$ cat config.mk
export PLATFORM = sky130hd
export DESIGN_NAME = sram_host_ctl
export DESIGN_NICKNAME = d
export VERILOG_FILES = /design/src/rtl/sram_ctl_pkg.sv /design/src/rtl/sram_cycle_timer.sv /design/src/rtl/sram_host_ctl.sv /design/src/rtl/sram_sync2.sv
export SDC_FILE = /design/constraint.sdc
export NUM_CORES = 1
export LEC_CHECK = 0
export ABC_AREA = 1
export BUFFER_PORTS_ARGS = -buffer_cell sky130_fd_sc_hd__buf_4
export CAP_MARGIN = 0
export CORE_ASPECT_RATIO = 0.5
export CORE_UTILIZATION = 55
export DETAILED_ROUTE_END_ITERATION = 12
export PLACE_DENSITY = 0.95
export SLEW_MARGIN = 10
export SYNTH_ARGS = -nofsm -noshare
export SYNTH_HDL_FRONTEND = slang
export SYNTH_SLANG_ARGS = --single-unit
$ cat constraint.sdc
create_clock -name clk -period 9.8 [get_ports clk]
set_input_delay 1.47 -clock clk [delete_from_list [all_inputs] [get_ports clk]]
set_output_delay 1.47 -clock clk [all_outputs]
set_load 0.01 [all_outputs]
$ cat src/rtl/sram_ctl_pkg.sv
package sram_ctl_pkg;
	localparam int CLK_PERIOD_NS = 20;
	localparam int ADDR_W        = 16;
	localparam int DATA_W        = 16;
	localparam int LANES         = 2;
	// fastest grade figures in ns
	localparam int T_READ_ACCESS_NS     = 10;
	localparam int T_WRITE_PULSE_NS     = 7;
	localparam int T_WE_LOW_RELEASE_NS  = 5;
	localparam int T_DATA_SETUP_NS      = 5;
	localparam int T_CS_HIGH_RELEASE_NS = 5;
	localparam int T_WRITE_CYCLE_NS     = 10;
	localparam int data_setup_to_write_end = T_DATA_SETUP_NS;
	function automatic int ns_to_cyc(input int ns);
		int c;
		c = (ns + CLK_PERIOD_NS - 1) / CLK_PERIOD_NS;
		return (c < 1) ? 1 : c;
	endfunction
	localparam int READ_CYC    = ns_to_cyc(T_READ_ACCESS_NS) + 1;
	localparam int WRITE_CYC   = ns_to_cyc(T_WE_LOW_RELEASE_NS
		+ data_setup_to_write_end);
	localparam int TURN_CYC    = ns_to_cyc(T_CS_HIGH_RELEASE_NS);
	localparam int SETUP_CYC   = ns_to_cyc(T_WRITE_CYCLE_NS - T_WRITE_PULSE_NS);
	localparam logic [3:0] CNT_READ  = 4'(READ_CYC);
	localparam logic [3:0] CNT_WRITE = 4'(WRITE_CYC);
	localparam logic [3:0] CNT_TURN  = 4'(TURN_CYC);
	localparam logic [3:0] CNT_SETUP = 4'(SETUP_CYC);

	typedef struct packed {
		logic                 write;
		logic [ADDR_W-1:0]    addr;
		logic [DATA_W-1:0]    wdata;
		logic [LANES-1:0]     lane_en;
	} req_t;

	typedef struct packed {
		logic              cs_n;
		logic              we_n;
		logic              oe_n;
		logic              lower_lane_sel_n;
		logic              upper_lane_sel_n;
		logic [ADDR_W-1:0] addr;
	} pins_t;

	typedef enum logic [2:0] {
		ST_IDLE  = 3'b000,
		ST_READ  = 3'b001,
		ST_WSET  = 3'b010,
		ST_WRITE = 3'b011,
		ST_TURN  = 3'b100
	} state_t;
endpackage

$ cat src/rtl/sram_cycle_timer.sv
`timescale 1ns/100ps
module sram_cycle_timer (
	input  wire logic       clk,
	input  wire logic       rst_n,
	input  wire logic       load,
	input  wire logic [3:0] value,
	output logic            done
);
	logic [3:0] cnt;
	always_ff @(posedge clk or negedge rst_n) begin
		if (!rst_n) begin
			cnt <= 4'h0;
		end else if (load) begin
			cnt <= value;
		end else if (cnt != 4'h0) begin
			cnt <= cnt - 4'h1;
		end
	end
	// done is high in the last cycle of a loaded interval; it must not
	// look at load, which the sequencer itself decodes from done
	assign done = (cnt == 4'h1);
endmodule

$ cat src/rtl/sram_host_ctl.sv
`timescale 1ns/100ps
module sram_host_ctl (
	input  wire logic                               clk,
	input  wire logic                               nrst,
	input  wire logic                               req_valid,
	input  wire sram_ctl_pkg::req_t                 req,
	output logic                                    req_ready,
	output logic                                    rsp_valid,
	output logic [sram_ctl_pkg::DATA_W-1:0]         rsp_data,
	output sram_ctl_pkg::pins_t                     pins,
	input  wire logic [sram_ctl_pkg::DATA_W-1:0]    dq_in,
	output logic [sram_ctl_pkg::DATA_W-1:0]         dq_out,
	output logic [sram_ctl_pkg::DATA_W-1:0]         dq_oe
);
	import sram_ctl_pkg::*;

	// ==========================================================
	// reset and pin input synchronisation
	logic rst_meta;
	logic rst_n;
	always_ff @(posedge clk or negedge nrst) begin
		if (!nrst) begin
			rst_meta <= 1'b0;
			rst_n    <= 1'b0;
		end else begin
			rst_meta <= 1'b1;
			rst_n    <= rst_meta;
		end
	end

	logic [DATA_W-1:0] dq_sync;
	sram_sync2 #(.W(DATA_W)) u_dq_sync (
		.clk   (clk),
		.rst_n (rst_n),
		.d     (dq_in),
		.q     (dq_sync)
	);

	// ==========================================================
	// sequencer
	state_t     state;
	state_t     next_state;
	logic       tmr_load;
	logic [3:0] tmr_value;
	logic       tmr_done;
	req_t       cur;

	sram_cycle_timer u_timer (
		.clk   (clk),
		.rst_n (rst_n),
		.load  (tmr_load),
		.value (tmr_value),
		.done  (tmr_done)
	);

	wire accept = (state == ST_IDLE) && req_valid && req_ready;

	always_comb begin
		next_state = state;
		tmr_load   = 1'b0;
		tmr_value  = 4'h0;
		case (state)
		ST_IDLE: begin
			if (accept) begin
				// address and lanes set up a full interval before we falls
				tmr_load   = 1'b1;
				next_state = req.write ? ST_WSET : ST_READ;
				tmr_value  = req.write ? CNT_SETUP : CNT_READ;
			end
		end
		ST_READ: begin
			if (tmr_done) begin
				next_state = ST_TURN;
				tmr_load   = 1'b1;
				tmr_value  = CNT_TURN;
			end
		end
		ST_WSET: begin
			if (tmr_done) begin
				next_state = ST_WRITE;
				tmr_load   = 1'b1;
				tmr_value  = CNT_WRITE;
			end
		end
		ST_WRITE: begin
			if (tmr_done) begin
				next_state = ST_TURN;
				tmr_load   = 1'b1;
				tmr_value  = CNT_TURN;
			end
		end
		ST_TURN: begin
			// bus recovery before the next access may start
			if (tmr_done) begin
				next_state = ST_IDLE;
			end
		end
		default: next_state = ST_IDLE;
		endcase
	end

	always_ff @(posedge clk or negedge rst_n) begin
		if (!rst_n) begin
			state <= ST_IDLE;
		end else begin
			state <= next_state;
		end
	end

	always_ff @(posedge clk or negedge rst_n) begin
		if (!rst_n) begin
			cur <= '0;
		end else if (accept) begin
			cur <= req;
		end
	end

	always_ff @(posedge clk or negedge rst_n) begin
		if (!rst_n) begin
			req_ready <= 1'b0;
		end else begin
			req_ready <= (next_state == ST_IDLE) && !accept;
		end
	end

	// ==========================================================
	// memory pins
	// we goes low after cs and lanes so the memory never drives
	always_ff @(posedge clk or negedge rst_n) begin
		if (!rst_n) begin
			pins <= '{cs_n: 1'b1, we_n: 1'b1, oe_n: 1'b1,
				lower_lane_sel_n: 1'b1, upper_lane_sel_n: 1'b1,
				addr: '0};
		end else begin
			case (next_state)
			ST_READ, ST_WSET, ST_WRITE: begin
				// address taken with select, held to write end
				pins.addr             <= accept ? req.addr : cur.addr;
				pins.cs_n             <= 1'b0;
				pins.lower_lane_sel_n <= !(accept ? req.lane_en[0]
					: cur.lane_en[0]);
				pins.upper_lane_sel_n <= !(accept ? req.lane_en[1]
					: cur.lane_en[1]);
				pins.we_n  <= (next_state != ST_WRITE);
				pins.oe_n  <= (next_state != ST_READ);
			end
			default: begin
				pins.cs_n             <= 1'b1;
				pins.we_n             <= 1'b1;
				pins.oe_n             <= 1'b1;
				pins.lower_lane_sel_n <= 1'b1;
				pins.upper_lane_sel_n <= 1'b1;
			end
			endcase
		end
	end

	// ==========================================================
	// data bus: driven only inside the we-low window, oe held high
	genvar b;
	generate
		for (b = 0; b < DATA_W; b++) begin : g_dq
			always_ff @(posedge clk or negedge rst_n) begin
				if (!rst_n) begin
					dq_oe[b] <= 1'b0;
				end else begin
					dq_oe[b] <= (next_state == ST_WRITE)
						&& cur.lane_en[b/8];
				end
			end
		end
	endgenerate

	always_ff @(posedge clk or negedge rst_n) begin
		if (!rst_n) begin
			dq_out <= '0;
		end else if (accept) begin
			dq_out <= req.wdata;
		end
	end

	// ==========================================================
	// read capture: sampled at the end of the access through the sync
	always_ff @(posedge clk or negedge rst_n) begin
		if (!rst_n) begin
			rsp_valid <= 1'b0;
			rsp_data  <= '0;
		end else begin
			rsp_valid <= (state == ST_TURN) && tmr_done && !cur.write;
			if ((state == ST_TURN) && tmr_done && !cur.write) begin
				rsp_data <= dq_sync;
			end
		end
	end

	// strobe low time in cycles; a strobe stuck low wraps at 16
	logic [3:0]        we_low_cnt;
	logic [3:0]        oe_low_cnt;
	logic [DATA_W-1:0] lane_mask;
	assign lane_mask = {{8{!pins.upper_lane_sel_n}},
		{8{!pins.lower_lane_sel_n}}};

	always_ff @(posedge clk or negedge rst_n) begin
		if (!rst_n) begin
			we_low_cnt <= 4'h0;
		end else if (pins.we_n) begin
			we_low_cnt <= 4'h0;
		end else begin
			we_low_cnt <= we_low_cnt + 4'h1;
		end
	end

	always_ff @(posedge clk or negedge rst_n) begin
		if (!rst_n) begin
			oe_low_cnt <= 4'h0;
		end else if (pins.oe_n) begin
			oe_low_cnt <= 4'h0;
		end else begin
			oe_low_cnt <= oe_low_cnt + 4'h1;
		end
	end
endmodule

$ cat src/rtl/sram_sync2.sv
`timescale 1ns/100ps
module sram_sync2 #(
	parameter int W = 16
) (
	input  wire logic         clk,
	input  wire logic         rst_n,
	input  wire logic [W-1:0] d,
	output logic      [W-1:0] q
);
	logic [W-1:0] meta;
	always_ff @(posedge clk or negedge rst_n) begin
		if (!rst_n) begin
			meta <= '0;
			q    <= '0;
		end else begin
			meta <= d;
			q    <= meta;
		end
	end
endmodule

==> reports/summary.txt <==
Status -> finished, final reports clean
Final period utilization -> 0.2665
Ordered cell list for the critical path -> buf_4, nand2_1, inv_1, nand3_4, nor2_4, nor2_8, nand2_4, nand2_1, nand2_1
First-pass GRT wire length -> 15650 microns
Die height -> 64.68 microns
Reg clk slew, reported paths -> 0.05 ns
Die area -> 8238 sq um
Antenna violations before repair -> 0
Drt first-iter violations -> 212
Residual DRC -> 0
Worst setup EP type -> flip-flop
Post-CTS resize count -> 0
Min-delay src -> u_dq_sync.meta[4]
# hold bufs at CTS -> 0
Chip Width -> 127.4 microns
Global Route Usage Sum -> 0.2619
Boundary pin count -> 125
Ys Warns -> 0
Post-DRT Antenna Nets -> 0
Post-DP HPWL -> 6125 microns
Asr flop ratio synth -> 1.000
Distinct cells, synth -> 28
CTS sink count -> 117
Fmax -> 382.9 MHz
Worst Max-Slew Pin Slew -> 0.7843 ns
Area grow syn2layout -> 34.28%
Start of the worst register-to-register path -> u_timer.cnt[1]
Initial Utilization -> 0.5793
Worst-path maximum fanout -> 38
Fin Setup TNS -> 0 ns
Clock insertion delay at the later pin of the skew report -> 0.41 ns
Total gr overflow -> 0
H-tree lvl count -> 4
Reg2reg path depth -> 8
Power Total -> 1.983 mW
Number of synthesized register bits -> 117
Average size of a mapped cell -> 10.46 sq um
Max-Cap Viols -> 0
Syn Inst Count -> 413
Flop2flop setup slack -> 7.70 ns
Rel. slew slack -> 0.4771
ANT cells -> 0
Worst setup SP type -> primary input
Layout cell share with drive strength beyond 1 -> 0.3278
Largest net degree at the start of global routing -> 66
WS Path Type -> primary input to flip-flop
Synthesized cell area -> 4322 sq um
Pre-antenna DRT Iters -> 5
RSZ-0062 raised after global routing -> no
Pwr/cell area -> 341.6 nW/um^2
Critical Path RT -> 10.14 ns
Cell Rows -> 22
Hold Path End -> u_dq_sync.q[4]
Worst path bufs/invs -> 2
Most frequent cells in the layout -> nand2_1, buf_4, dfrtp_1, nand3_1, clkbuf_16
Min Hold Slack -> 0.3406 ns
Endpoints failing hold -> 0
Slowest cell on the critical path -> nand3_4
CP delay by family, top -> simple AND/OR/NAND/NOR gates
Final Skew -> 0.01153 ns
Total CTS buffers -> 17
Post-DP Area -> 5182 sq um
Hold path cells -> 0
Via count -> 3201
Syn_nets -> 470
CP peak stage delay -> 0.42 ns
CTS max path bufs -> 2
Critical Path AT -> 2.95 ns
Commonest non-fill, non-tap cell in the layout -> nand2_1
Final worst setup slack -> 7.188 ns
Most common flop cell mapped by yosys -> dfrtp_1
Pre-CTS setup slack -> 6.859 ns
Class of the worst hold path -> flip-flop to flip-flop
Routability cong. -> 0.7994
Clock Tree Root -> clkbuf_16
Seq/Total Area, Yosys -> 0.6789
Final #Nets -> 587
Post-CTS setup buffers -> 0
Max VDD drop -> 0.1814 mV
CTS tree -> done
WL/cell -> 15.05 microns
Post-synth EDFFs -> 0
Core Area -> 7460 sq um
Vias in the first global route -> 3159
Vias per cell -> 4.917
Pleak -> 3.175 nW
Setup violators final -> 0
Port Buffers -> 124
Pins Over Slew Limit -> 0
RR Endpoint -> rsp_data[10]
Final wirelength -> 9799 microns
Min Tclk post-route -> 2.612 ns
CP dominant cell by count -> nand2_1
Post-route cell area -> 5803 sq um
-- per-stage QoR --
| stage | cells | utilization |
|---|---|---|
| floorplan | 413 | - |
| global placement | 619 | 0.6947 |
| detailed placement | 619 | 0.6947 |
| CTS | 651 | 0.7779 |
| global route | 651 | 0.7779 |
| finish | 651 | 0.7779 |
-- synthesized netlist by cell type (2+ instances only) --
master   number  area share
nand2_1     193        0.17
dfrtp_1     112        0.65
nand3_1      23       0.027
buf_4        19       0.033
inv_1        16       0.014
nor2_1       10      0.0087
dfstp_2       5       0.030
buf_6         4       0.010
o21ai_0       4      0.0046
ha_1          3      0.0087
nand2_2       3      0.0043
buf_2         2      0.0023
inv_2         2      0.0017
nor2_4        2      0.0052
o21ai_2       2      0.0041
-- sequential cells by signal (all words and copies together), names as in the netlist --
| register | cells |
|---|---|
| req_ready | 1 |
| state | 3 |
| rst_meta | 1 |
| cur | 19 |
| rst_n | 1 |
| dq_out | 16 |
| u_timer.cnt | 4 |
| rsp_data | 16 |
| rsp_valid | 1 |
| dq_oe | 2 |
| u_dq_sync.meta | 16 |
| u_dq_sync.q | 16 |
| pins | 21 |
-- report_power, final --
group,internal (mW),switching (mW)
Combinational,0.250,0.377
Sequential,0.637,0.0871
Clock,0.430,0.201
-- metal layers --
metal	track usage	wire length, microns	vias to the layer above
met5	0	0	-
met4	0.1235	265	0
met3	0.07597	489	23
met2	0.4467	5104	121
met1	0.3116	3940	1567
li1	-	-	1490
-- logic make-up after synthesis --
family                     count (synthesis)  share of synthesized area
and+or+nand+nor                          237                     0.2296
adders and majority gates                  3                   0.008687
buffers and inverters                     47                    0.06920
AOI/OAI and AO/OA                          6                   0.008687
DFF                                      117                     0.6789
xor gates and xnor gates                   2                   0.004054
other                                      1                  0.0008677
-- worst max path at each step --
stage               startpoint        end  cells past startpoint
floorplan                rst_n     cur[0]                      0
global placement     req_valid    pins[8]                      9
detailed placement   req_valid    pins[0]                      9
CTS                  req_valid   pins[12]                      9
global route         req_valid  dq_oe[12]                      9
finish               req_valid    pins[0]                      9
-- layout make-up --
cell class | count | area [sq um]
multi-input cells | 249 | 1089
fillers | 440 | 1657
flip-flops and latches | 117 | 2938
clock inverters | 9 | 122.6
clock buffers | 23 | 498.0
inverters | 20 | 82.58
well taps | 108 | 135.1
repair buffers | 125 | 938.4
Power figures use the tool's default switching activity.
